**config.mk**
```make
export PLATFORM = sky130hd
export DESIGN_NAME = pfs_supervisor
export DESIGN_NICKNAME = d
export VERILOG_FILES = /design/src/common/pfs_pkg.sv /design/src/hdl/pfs_supervisor.sv
export SDC_FILE = /design/constraint.sdc
export NUM_CORES = 1
export LEC_CHECK = 0
export BUFFER_PORTS_ARGS = -buffer_cell sky130_fd_sc_hd__buf_4
export CAP_MARGIN = 20
export CORE_ASPECT_RATIO = 1.5
export CORE_UTILIZATION = 45
export DETAILED_ROUTE_END_ITERATION = 8
export PLACE_DENSITY = 0.64
export SYNTH_ARGS = -nofsm -noshare
export SYNTH_HDL_FRONTEND = slang
export SYNTH_SLANG_ARGS = --single-unit
export TNS_END_PERCENT = 100
```
**constraint.sdc**
```tcl
create_clock -name pclk -period 6.2 [get_ports pclk]
set_clock_uncertainty 0.1 [all_clocks]
set_input_delay 0.93 -clock pclk [delete_from_list [all_inputs] [get_ports pclk]]
set_output_delay 0.93 -clock pclk [all_outputs]
set_load 0.005 [all_outputs]
```
**src/common/pfs_pkg.sv**
```systemverilog
package pfs_pkg;
	// ==========================================================
	// Timing.
	localparam int unsigned CLK_PERIOD_NS = 10;
	// One timer step is 0.1 s, the resolution of every delay setting.
	localparam int unsigned TICK_PERIOD_NS = 100000000;
	localparam int unsigned TICK_CYCLES = TICK_PERIOD_NS / CLK_PERIOD_NS;

	// ==========================================================
	// Register word indices; the byte address is four times the index.
	localparam logic [11:0] IDX_LOSS_ACT = 12'hd19;
	localparam logic [11:0] IDX_LOSS_TIME = 12'hd1a;
	localparam logic [11:0] IDX_LOSS_UPPER = 12'hd1b;
	localparam logic [11:0] IDX_LOSS_LOWER = 12'hd1c;
	localparam logic [11:0] IDX_SLEEP_EN = 12'hd1d;
	localparam logic [11:0] IDX_SLEEP_FREQ = 12'hd1e;
	localparam logic [11:0] IDX_SLEEP_DELAY = 12'hd1f;
	localparam logic [11:0] IDX_WAKE_DEV = 12'hd20;
	localparam logic [11:0] IDX_WAKE_DELAY = 12'hd21;
	localparam logic [11:0] IDX_PID_CTRL = 12'hd22;
	localparam logic [11:0] IDX_IRQ_STAT = 12'hd23;
	localparam logic [11:0] IDX_IRQ_CLR = 12'hd24;
	localparam logic [11:0] IDX_IRQ_EN = 12'hd25;
	localparam logic [11:0] IDX_STATE = 12'hd26;

	// ==========================================================
	// Upper bounds of the settings (0.1 %, 0.01 Hz and 0.1 s units).
	localparam logic [15:0] MAX_LOSS_TIME = 16'h04b0;
	localparam logic [15:0] MAX_PERCENT = 16'h03e8;
	localparam logic [15:0] MAX_SLEEP_FREQ = 16'h1388;
	localparam logic [15:0] MAX_SLEEP_DELAY = 16'h8ca0;
	localparam logic [15:0] MAX_WAKE_DEV = 16'h01f4;
	localparam logic [15:0] MAX_WAKE_DELAY = 16'h0258;

	// ==========================================================
	// Interrupt event bit positions.
	localparam int unsigned EV_LOSS = 0;
	localparam int unsigned EV_SLEEP = 1;
	localparam int unsigned EV_WAKE = 2;
	localparam int unsigned EV_W = 3;

	// ==========================================================
	// Types.
	typedef enum logic [1:0] {
		ACT_KEEP = 2'b00,
		ACT_STOP = 2'b01,
		ACT_ALARM = 2'b10,
		ACT_HOLD = 2'b11
	} pfs_act_e;

	typedef enum logic [2:0] {
		ST_RUN = 3'b000,
		ST_JUDGE = 3'b001,
		ST_RAMP = 3'b010,
		ST_SLEEP = 3'b011,
		ST_WAKE = 3'b100
	} pfs_state_e;

	typedef struct packed {
		pfs_act_e act;
		logic [15:0] loss_time;
		logic [15:0] loss_upper;
		logic [15:0] loss_lower;
		logic sleep_en;
		logic [15:0] sleep_freq;
		logic [15:0] sleep_delay;
		logic [15:0] wake_dev;
		logic [15:0] wake_delay;
		logic fb_neg;
	} pfs_cfg_s;

	localparam pfs_cfg_s CFG_RST = '{
		act: ACT_KEEP,
		loss_time: 16'h000a,
		loss_upper: 16'h03e8,
		loss_lower: 16'h0000,
		sleep_en: 1'b0,
		sleep_freq: 16'h03e8,
		sleep_delay: 16'h0258,
		wake_dev: 16'h0032,
		wake_delay: 16'h000a,
		fb_neg: 1'b0
	};
endpackage

```
**src/hdl/pfs_supervisor.sv**
```systemverilog
// Notes on behaviour
// Loss action 0 keeps running silently; 1 stops, alarms.
// Action 2 alarms only; 3 holds frequency and alarms.
// Loss when out of window past detection time.
// Feedback above upper limit counts toward loss.
// Feedback below lower limit counts toward loss.
// Sleep enable setting gates all sleep handling.
// Judgment starts while PID frequency below sleep frequency.
// Sleep entered after sleep delay of judgment.
// Ramp to zero first, then block output.
// Positive: wake while setpoint minus deviation exceeds feedback.
// Reverse: wake while setpoint plus deviation exceeds feedback.
// Wake after condition persists for wake delay.
// Characteristic bit chooses the wake comparison.
// Timers restart when their condition drops early.
//
// Added by the designer: register access over APB.
module pfs_supervisor #(
	parameter int unsigned TICK_CYCLES = pfs_pkg::TICK_CYCLES
) (
	input wire logic pclk,
	input wire logic presetn,
	input wire logic ce,
	input wire logic psel,
	input wire logic penable,
	input wire logic pwrite,
	input wire logic [13:0] paddr,
	input wire logic [31:0] pwdata,
	output logic [31:0] prdata,
	output logic pready,
	output logic pslverr,
	input wire logic [15:0] pid_feedback,
	input wire logic [15:0] pid_setpoint,
	input wire logic [15:0] pid_out_freq,
	input wire logic drive_running,
	input wire logic out_freq_zero,
	output logic loss_alarm,
	output logic loss_stop,
	output logic loss_hold_freq,
	output logic sleep_ramp_down,
	output logic output_block,
	output logic irq
);
	// ==========================================================
	// Register bus.
	pfs_pkg::pfs_cfg_s cfg_r;
	logic [pfs_pkg::EV_W-1:0] stat_r;
	logic [pfs_pkg::EV_W-1:0] irq_en_r;
	logic [pfs_pkg::EV_W-1:0] ev;
	logic [31:0] rd_val;
	logic hit;
	logic setup;
	logic wr;
	logic [11:0] idx;
	logic loss_r;
	logic wake_cond;
	pfs_pkg::pfs_state_e state_r;
	pfs_pkg::pfs_state_e state_nxt;

	assign setup = psel & ~penable;
	assign idx = paddr[13:2];
	assign wr = psel & penable & pready & pwrite & ~pslverr;

	// Limits a written value to the top of its range.
	function automatic logic [15:0] lim(input logic [15:0] v, input logic [15:0] m);
		lim = (v > m) ? m : v;
	endfunction

	// Decodes the word index into read data and a hit flag.
	always_comb begin
		hit = 1'b1;
		rd_val = 32'h0;
		case (idx)
			pfs_pkg::IDX_LOSS_ACT: rd_val[1:0] = cfg_r.act;
			pfs_pkg::IDX_LOSS_TIME: rd_val[15:0] = cfg_r.loss_time;
			pfs_pkg::IDX_LOSS_UPPER: rd_val[15:0] = cfg_r.loss_upper;
			pfs_pkg::IDX_LOSS_LOWER: rd_val[15:0] = cfg_r.loss_lower;
			pfs_pkg::IDX_SLEEP_EN: rd_val[0] = cfg_r.sleep_en;
			pfs_pkg::IDX_SLEEP_FREQ: rd_val[15:0] = cfg_r.sleep_freq;
			pfs_pkg::IDX_SLEEP_DELAY: rd_val[15:0] = cfg_r.sleep_delay;
			pfs_pkg::IDX_WAKE_DEV: rd_val[15:0] = cfg_r.wake_dev;
			pfs_pkg::IDX_WAKE_DELAY: rd_val[15:0] = cfg_r.wake_delay;
			pfs_pkg::IDX_PID_CTRL: rd_val[0] = cfg_r.fb_neg;
			pfs_pkg::IDX_IRQ_STAT: rd_val[pfs_pkg::EV_W-1:0] = stat_r;
			pfs_pkg::IDX_IRQ_CLR: rd_val = 32'h0;
			pfs_pkg::IDX_IRQ_EN: rd_val[pfs_pkg::EV_W-1:0] = irq_en_r;
			pfs_pkg::IDX_STATE: rd_val[4:0] = {wake_cond, loss_r, state_r};
			default: hit = 1'b0;
		endcase
	end

	// Answers every access in its first access cycle; misses raise pslverr.
	always_ff @(posedge pclk or negedge presetn) begin
		if (!presetn) begin
			pready <= 1'b0;
			pslverr <= 1'b0;
			prdata <= 32'h0;
		end else if (ce) begin
			pready <= setup;
			pslverr <= setup & ~hit;
			if (setup) begin
				prdata <= rd_val;
			end
		end
	end

	// Holds the settings; writes are clamped to their documented ranges.
	always_ff @(posedge pclk or negedge presetn) begin
		if (!presetn) begin
			cfg_r <= pfs_pkg::CFG_RST;
		end else if (ce && wr) begin
			case (idx)
				pfs_pkg::IDX_LOSS_ACT: cfg_r.act <= pfs_pkg::pfs_act_e'(pwdata[1:0]);
				pfs_pkg::IDX_LOSS_TIME:
					cfg_r.loss_time <= lim(pwdata[15:0], pfs_pkg::MAX_LOSS_TIME);
				pfs_pkg::IDX_LOSS_UPPER:
					cfg_r.loss_upper <= lim(pwdata[15:0], pfs_pkg::MAX_PERCENT);
				pfs_pkg::IDX_LOSS_LOWER:
					cfg_r.loss_lower <= lim(pwdata[15:0], pfs_pkg::MAX_PERCENT);
				pfs_pkg::IDX_SLEEP_EN: cfg_r.sleep_en <= pwdata[0];
				pfs_pkg::IDX_SLEEP_FREQ:
					cfg_r.sleep_freq <= lim(pwdata[15:0], pfs_pkg::MAX_SLEEP_FREQ);
				pfs_pkg::IDX_SLEEP_DELAY:
					cfg_r.sleep_delay <= lim(pwdata[15:0], pfs_pkg::MAX_SLEEP_DELAY);
				pfs_pkg::IDX_WAKE_DEV:
					cfg_r.wake_dev <= lim(pwdata[15:0], pfs_pkg::MAX_WAKE_DEV);
				pfs_pkg::IDX_WAKE_DELAY:
					cfg_r.wake_delay <= lim(pwdata[15:0], pfs_pkg::MAX_WAKE_DELAY);
				pfs_pkg::IDX_PID_CTRL: cfg_r.fb_neg <= pwdata[0];
				default: cfg_r <= cfg_r;
			endcase
		end
	end

	// ==========================================================
	// Time base.
	logic [31:0] tick_cnt_r;
	logic tick_r;

	// Emits one pulse every 0.1 s.
	always_ff @(posedge pclk or negedge presetn) begin
		if (!presetn) begin
			tick_cnt_r <= 32'h0;
			tick_r <= 1'b0;
		end else if (ce) begin
			tick_r <= (tick_cnt_r == 32'(TICK_CYCLES - 1));
			if (tick_cnt_r == 32'(TICK_CYCLES - 1)) begin
				tick_cnt_r <= 32'h0;
			end else begin
				tick_cnt_r <= tick_cnt_r + 32'h1;
			end
		end
	end

	// ==========================================================
	// Feedback loss.
	logic out_win;
	logic [15:0] loss_cnt_r;
	logic loss_set;

	assign out_win = (pid_feedback > cfg_r.loss_upper)
		| (pid_feedback < cfg_r.loss_lower);
	assign loss_set = drive_running & out_win & (loss_cnt_r > cfg_r.loss_time);

	// Counts ticks while running outside the window, else restarts.
	always_ff @(posedge pclk or negedge presetn) begin
		if (!presetn) begin
			loss_cnt_r <= 16'h0;
		end else if (ce) begin
			if (!drive_running || !out_win) begin
				loss_cnt_r <= 16'h0;
			end else if (tick_r && loss_cnt_r != 16'hffff) begin
				loss_cnt_r <= loss_cnt_r + 16'h1;
			end
		end
	end

	// Latches loss until the feedback returns into the window.
	always_ff @(posedge pclk or negedge presetn) begin
		if (!presetn) begin
			loss_r <= 1'b0;
		end else if (ce) begin
			if (!out_win) begin
				loss_r <= 1'b0;
			end else if (loss_set) begin
				loss_r <= 1'b1;
			end
		end
	end

	// Maps the chosen action onto the reaction outputs.
	always_ff @(posedge pclk or negedge presetn) begin
		if (!presetn) begin
			loss_alarm <= 1'b0;
			loss_stop <= 1'b0;
			loss_hold_freq <= 1'b0;
		end else if (ce) begin
			loss_alarm <= loss_r & (cfg_r.act != pfs_pkg::ACT_KEEP);
			loss_stop <= loss_r & (cfg_r.act == pfs_pkg::ACT_STOP);
			loss_hold_freq <= loss_r & (cfg_r.act == pfs_pkg::ACT_HOLD);
		end
	end

	// ==========================================================
	// Sleep and wake.
	logic [15:0] tmr_r;
	logic sl_cond;
	logic signed [17:0] wake_ref;

	assign sl_cond = cfg_r.sleep_en & drive_running & (pid_out_freq < cfg_r.sleep_freq);
	assign wake_ref = cfg_r.fb_neg
		? $signed({2'b00, pid_setpoint}) + $signed({2'b00, cfg_r.wake_dev})
		: $signed({2'b00, pid_setpoint}) - $signed({2'b00, cfg_r.wake_dev});
	assign wake_cond = wake_ref > $signed({2'b00, pid_feedback});

	// Chooses the next sleep state.
	always_comb begin
		state_nxt = state_r;
		case (state_r)
			pfs_pkg::ST_RUN: begin
				if (sl_cond) begin
					state_nxt = pfs_pkg::ST_JUDGE;
				end
			end
			pfs_pkg::ST_JUDGE: begin
				if (!sl_cond) begin
					state_nxt = pfs_pkg::ST_RUN;
				end else if (tmr_r >= cfg_r.sleep_delay) begin
					state_nxt = pfs_pkg::ST_RAMP;
				end
			end
			pfs_pkg::ST_RAMP: begin
				if (out_freq_zero) begin
					state_nxt = pfs_pkg::ST_SLEEP;
				end
			end
			pfs_pkg::ST_SLEEP: begin
				if (wake_cond) begin
					state_nxt = pfs_pkg::ST_WAKE;
				end
			end
			pfs_pkg::ST_WAKE: begin
				if (!wake_cond) begin
					state_nxt = pfs_pkg::ST_SLEEP;
				end else if (tmr_r >= cfg_r.wake_delay) begin
					state_nxt = pfs_pkg::ST_RUN;
				end
			end
			default: state_nxt = pfs_pkg::ST_RUN;
		endcase
		if (!cfg_r.sleep_en) begin
			state_nxt = pfs_pkg::ST_RUN;
		end
	end

	// Advances the state and its timer, restarting it on every change.
	always_ff @(posedge pclk or negedge presetn) begin
		if (!presetn) begin
			state_r <= pfs_pkg::ST_RUN;
			tmr_r <= 16'h0;
		end else if (ce) begin
			state_r <= state_nxt;
			if (state_nxt != state_r) begin
				tmr_r <= 16'h0;
			end else if (tick_r && tmr_r != 16'hffff) begin
				tmr_r <= tmr_r + 16'h1;
			end
		end
	end

	// Drives the ramp request and the output stage block.
	always_ff @(posedge pclk or negedge presetn) begin
		if (!presetn) begin
			sleep_ramp_down <= 1'b0;
			output_block <= 1'b0;
		end else if (ce) begin
			sleep_ramp_down <= (state_nxt == pfs_pkg::ST_RAMP);
			output_block <= (state_nxt == pfs_pkg::ST_SLEEP) || (state_nxt == pfs_pkg::ST_WAKE);
		end
	end

	// ==========================================================
	// Interrupts.
	assign ev[pfs_pkg::EV_LOSS] = loss_set & ~loss_r;
	assign ev[pfs_pkg::EV_SLEEP] = (state_r == pfs_pkg::ST_RAMP) & (state_nxt == pfs_pkg::ST_SLEEP);
	assign ev[pfs_pkg::EV_WAKE] = (state_r == pfs_pkg::ST_WAKE) & (state_nxt == pfs_pkg::ST_RUN);

	// Sticky status; a new event wins over a clear in the same cycle.
	always_ff @(posedge pclk or negedge presetn) begin
		if (!presetn) begin
			stat_r <= '0;
			irq_en_r <= '0;
			irq <= 1'b0;
		end else if (ce) begin
			if (wr && idx == pfs_pkg::IDX_IRQ_CLR) begin
				stat_r <= (stat_r & ~pwdata[pfs_pkg::EV_W-1:0]) | ev;
			end else begin
				stat_r <= stat_r | ev;
			end
			if (wr && idx == pfs_pkg::IDX_IRQ_EN) begin
				irq_en_r <= pwdata[pfs_pkg::EV_W-1:0];
			end
			irq <= |(stat_r & irq_en_r);
		end
	end

	// ==========================================================
	// Checks.
	a_loss_quiet: assert property (@(posedge pclk) disable iff (!presetn)
		ce && cfg_r.act == pfs_pkg::ACT_KEEP |=> !loss_alarm)
		else $error("alarm raised under keep action");
	a_loss_stop_map: assert property (@(posedge pclk) disable iff (!presetn)
		ce && loss_r && cfg_r.act == pfs_pkg::ACT_STOP |=> loss_stop && loss_alarm)
		else $error("stop action did not stop and alarm");
	a_loss_hold_map: assert property (@(posedge pclk) disable iff (!presetn)
		loss_hold_freq |-> $past(cfg_r.act) == pfs_pkg::ACT_HOLD && loss_alarm)
		else $error("hold frequency without hold action");
	a_loss_alarm_only: assert property (@(posedge pclk) disable iff (!presetn)
		ce && loss_r && cfg_r.act == pfs_pkg::ACT_ALARM |=> loss_alarm && !loss_stop)
		else $error("alarm action output wrong");
	a_loss_needs_time: assert property (@(posedge pclk) disable iff (!presetn)
		$rose(loss_r) |-> $past(drive_running && loss_cnt_r > cfg_r.loss_time))
		else $error("loss declared before detection time");
	a_loss_window: assert property (@(posedge pclk) disable iff (!presetn)
		$past(ce) && loss_cnt_r != 16'h0 |-> $past(pid_feedback > cfg_r.loss_upper
		|| pid_feedback < cfg_r.loss_lower))
		else $error("loss timer runs inside window");
	a_sleep_off: assert property (@(posedge pclk) disable iff (!presetn)
		ce && !cfg_r.sleep_en |=> state_r == pfs_pkg::ST_RUN && !output_block)
		else $error("sleep active while disabled");
	a_judge_entry: assert property (@(posedge pclk) disable iff (!presetn)
		state_r == pfs_pkg::ST_JUDGE && $past(state_r) == pfs_pkg::ST_RUN
		|-> $past(pid_out_freq < cfg_r.sleep_freq))
		else $error("judgment began above sleep frequency");
	a_sleep_delay: assert property (@(posedge pclk) disable iff (!presetn)
		state_r == pfs_pkg::ST_RAMP && $past(state_r) == pfs_pkg::ST_JUDGE
		|-> $past(tmr_r >= cfg_r.sleep_delay))
		else $error("sleep entered before delay");
	a_block_after_ramp: assert property (@(posedge pclk) disable iff (!presetn)
		$rose(output_block) |-> $past(state_r == pfs_pkg::ST_RAMP && out_freq_zero))
		else $error("output blocked before ramp to zero");
	a_wake_compare: assert property (@(posedge pclk) disable iff (!presetn)
		ce && state_r == pfs_pkg::ST_SLEEP && cfg_r.sleep_en && !cfg_r.fb_neg
		&& $signed({2'b00, pid_setpoint}) - $signed({2'b00, cfg_r.wake_dev})
		> $signed({2'b00, pid_feedback}) |=> state_r == pfs_pkg::ST_WAKE)
		else $error("positive wake comparison ignored");
	a_wake_reverse: assert property (@(posedge pclk) disable iff (!presetn)
		ce && state_r == pfs_pkg::ST_SLEEP && cfg_r.sleep_en && cfg_r.fb_neg
		&& $signed({2'b00, pid_setpoint}) + $signed({2'b00, cfg_r.wake_dev})
		<= $signed({2'b00, pid_feedback}) |=> state_r == pfs_pkg::ST_SLEEP)
		else $error("reverse wake comparison wrong");
	a_wake_delay: assert property (@(posedge pclk) disable iff (!presetn)
		state_r == pfs_pkg::ST_RUN && $past(state_r) == pfs_pkg::ST_WAKE
		&& $past(cfg_r.sleep_en)
		|-> $past(tmr_r >= cfg_r.wake_delay && wake_cond))
		else $error("woke before wake delay");
	a_timer_restart: assert property (@(posedge pclk) disable iff (!presetn)
		ce && state_nxt != state_r |=> tmr_r == 16'h0)
		else $error("timer not restarted");
	a_ramp_request: assert property (@(posedge pclk) disable iff (!presetn)
		ce && state_nxt == pfs_pkg::ST_RAMP |=> sleep_ramp_down && !output_block)
		else $error("ramp request missing while ramping");
	a_judge_abort: assert property (@(posedge pclk) disable iff (!presetn)
		ce && state_r == pfs_pkg::ST_JUDGE && !sl_cond |=> state_r == pfs_pkg::ST_RUN)
		else $error("judgment kept after condition dropped");
	a_loss_release: assert property (@(posedge pclk) disable iff (!presetn)
		ce && !out_win |=> !loss_r)
		else $error("loss flag kept inside window");
	c_loss: cover property (@(posedge pclk) disable iff (!presetn) $rose(loss_stop));
	c_sleep: cover property (@(posedge pclk) disable iff (!presetn) $rose(output_block));
	c_wake: cover property (@(posedge pclk) disable iff (!presetn) ev[pfs_pkg::EV_WAKE]);
	c_irq: cover property (@(posedge pclk) disable iff (!presetn) $rose(irq));
	c_reverse_wake: cover property (@(posedge pclk) disable iff (!presetn)
		ev[pfs_pkg::EV_WAKE] && cfg_r.fb_neg);
endmodule

```
==> impl_results.md <==
* Status: completed
* Core footprint at 0.0310 sq mm
* #FFs+latches synth at 215
* Die Wd at 147 um
* Final antenna diode count at 0
* Most common cell after layout, fill and taps aside: dfrtp_1
* Core Util, Final at 0.523
* Post-Syn Instances at 1585
* Synth area leaders: dfrtp_1, ha_1, inv_1
* Row count at 79
* CP required at 6500 ps
* Worst slew pin tran at 961 ps
* CTS Hold Buffers Added at 0
* Worst r2r src: cfg_r[18]
* Crit path launch: cfg_r[18]
* Internal power at 0.00243 W
* Via/cell ratio at 5.94
* Clk pin slew, worst setup/hold paths at 60 ps
* Post_cts resized at 0
* Netlist cell types at 83
* Setup crit end: tmr_r[6]
* Sequential power share at 0.456
* Number of remaining DRC errors at 0
* CTS sink count at 215
* Drt pass-1 iters at 8
* Slew headroom at 0.352
* Number of CTS-inserted buffers at 23
* Total GRT Usage at 0.292
* Die area at 0.0322 sq mm
* Mapped cell area at 0.0142 sq mm
* HP Class: primary input to async pin
* Nets at 1936
* Mean Syn Cell Area at 8.95 sq um
* Number of synthesized flops with an enable pin at 0
* Via count at 12500
* Die height at 219 um
* RSZ-0062 raised after global routing: false
* Final min period at 5790 ps
* Largest net degree at the start of global routing at 109
* Initial Util at 0.457
* Ys flop type: dfrtp_1
* Leading area contributor after synthesis: dfrtp_1
* Final hold slack at 358 ps
* Initial antenna violation count at 0
* # setup viols final at 0
* Pwr Density at 200 mW/mm^2
* Final antenna-violating net count at 0
* Reg2Reg Depth at 22
* Maximum vdd drop at 0.182 mV
* CP arrival at 6090 ps
* Synth warn at 0
* Post-synth top area share at 0.339
* Reg-to-Reg End: tmr_r[6]
* P_leak at 7.90 nW
* Critical Path Fanout Max at 13
* Setup CP Type: flop to flop
* IO Pins at 142
* Post-synthesis sequential area ratio at 0.381
* CTS Buffer Depth at 3
* Most frequent cells in the layout: dfrtp_1, inv_1, ha_1
* CTS H-tree depth at 1
* Async S/R FF share, synth at 1.00
* Nature of the critical path endpoint: flop
* Worst skew pair latency at 520 ps
* Endpoints failing hold at 0
* CTS tree: done
* Post-DP HPWL at 36.9 mm
* Sw power at 0.000811 W
* Layout cells sized above 1 at 0.132
* Area growth from synthesis to layout at 14.4%
* Worst setup margin at 412 ps
* Initial DRC count at 705
* Slew Limit Fails at 0
* Vias in the first global route at 12500
* Flop2flop setup slack at 410 ps
* Placed cells at 2065
* Drt wl/cell at 21.9 um
* Highest Clock Rate at 173 MHz
* Worst slack, placed at -30.0 ps
* Clock power frac at 0.444
* Logic pwr share at 0.100
* Period utilization at 0.934
* CTS root buf: clkbuf_16
* Wire length of the first global-routing pass at 71.5 mm
* Startpoint types: flop
* Non-Filler Instances at 2108
* Port buffer count at 107
* Setup TNS at 0 ps
* Grt total ovfl at 0
* Switching Fraction at 0.250
* Post-CTS Setup Bufs at 0
* MaxCap Viol Count at 0
* Final wirelength at 46.2 mm
* GPL Wtd Cong at 0.993
synthesized netlist by cell type (all sizes together), types with 27 or more instances:
cell type	n
a21o	36
a21oi	70
a22oi	33
a31oi	27
clkbuf	48
dfrtp	192
ha	145
inv	171
nand2	136
nand3	42
nand4	36
nor2	137
nor3	29
o21ai	96
xnor2	30
state kept, by name, indices dropped and copies added, names as in the netlist, 3 cells and up:
signal and flops:
tmr_r 16, stat_r 3, state_r 3, tick_cnt_r 32, prdata 16, irq_en_r 3, loss_cnt_r 16, cfg_r 116
through the flow:
stage	cell area, sq um	total power [W]
3_3_place_gp	15400	0.00182
3_5_place_dp	15400	0.00183
5_1_grt	16200	0.00335
6_report	16200	0.00324
4_1_cts	16200	0.00326
2_1_floorplan	14200	0.00166
how the worst min path moves through the flow:
stage              startpoint        endpoint  depth (start not counted)
2_1_floorplan  tick_cnt_r[31]  tick_cnt_r[31]                          1
3_3_place_gp   tick_cnt_r[31]  tick_cnt_r[31]                          1
3_5_place_dp        prdata[2]       prdata[2]                          1
4_1_cts        tick_cnt_r[31]  tick_cnt_r[31]                          1
5_1_grt        tick_cnt_r[31]  tick_cnt_r[31]                          1
6_report              presetn       prdata[0]                          1
power by group through the flow:
stage,registers [W],clock network (W),logic [W]
after detailed placement,0.00150,0,0.000325
after floorplan,0.00149,0,0.000172
after global routing,0.00148,0.00151,0.000363
final,0.00148,0.00144,0.000324
after global placement,0.00150,0,0.000317
after CTS,0.00148,0.00146,0.000326
cell families (layout without fill, tap and decap cells):
| logic type | after synthesis | after routing | share of synthesized area |
|---|---|---|---|
| compound gates | 432 | 432 | 0.213 |
| fa+ha+maj | 147 | 147 | 0.131 |
| buf+inv | 240 | 343 | 0.0685 |
| flops | 215 | 215 | 0.381 |
| other cells | 1 | 16 | 0.000264 |
| xor+xnor | 47 | 47 | 0.0290 |
| simple gates | 485 | 485 | 0.164 |
| mux | 18 | 18 | 0.0133 |
area by class of cell:
type	instances	area (sq um)
fillers	2894	14800
multi-input cells	1145	7890
flip-flops and latches	215	5410
repair buffers	131	1010
clock buffers	33	653
inverters	171	642
well taps	405	507
clock inverters	8	119
routing by layer:
layer  share of wire  GRT usage  vias to the layer above
met5               0          0                        -
met4           0.078      0.200                        0
met3           0.051     0.0353                      149
met2            0.51      0.529                      435
met1            0.36      0.318                     6084
li1                -          -                     5863
worst max-delay path, stage by stage (launching register included):
cell      delay [ps]
dfstp_2          640
inv_1            150
ha_1             320
nor2b_1          130
o21a_1           130
o21ai_0          110
a211oi_1         330
a21oi_1          150
o21ai_0          260
o21ai_0          250
a221o_1          380
a31oi_1          170
xor2_1           160
ha_1             270
o211ai_1         130
a21oi_1          110
o311ai_0         300
o21a_1           280
o21ai_2           90
a311o_1          370
a22oi_4          250
nand3_4          230
o311ai_0         350
(Power assumes the default switching activity.)
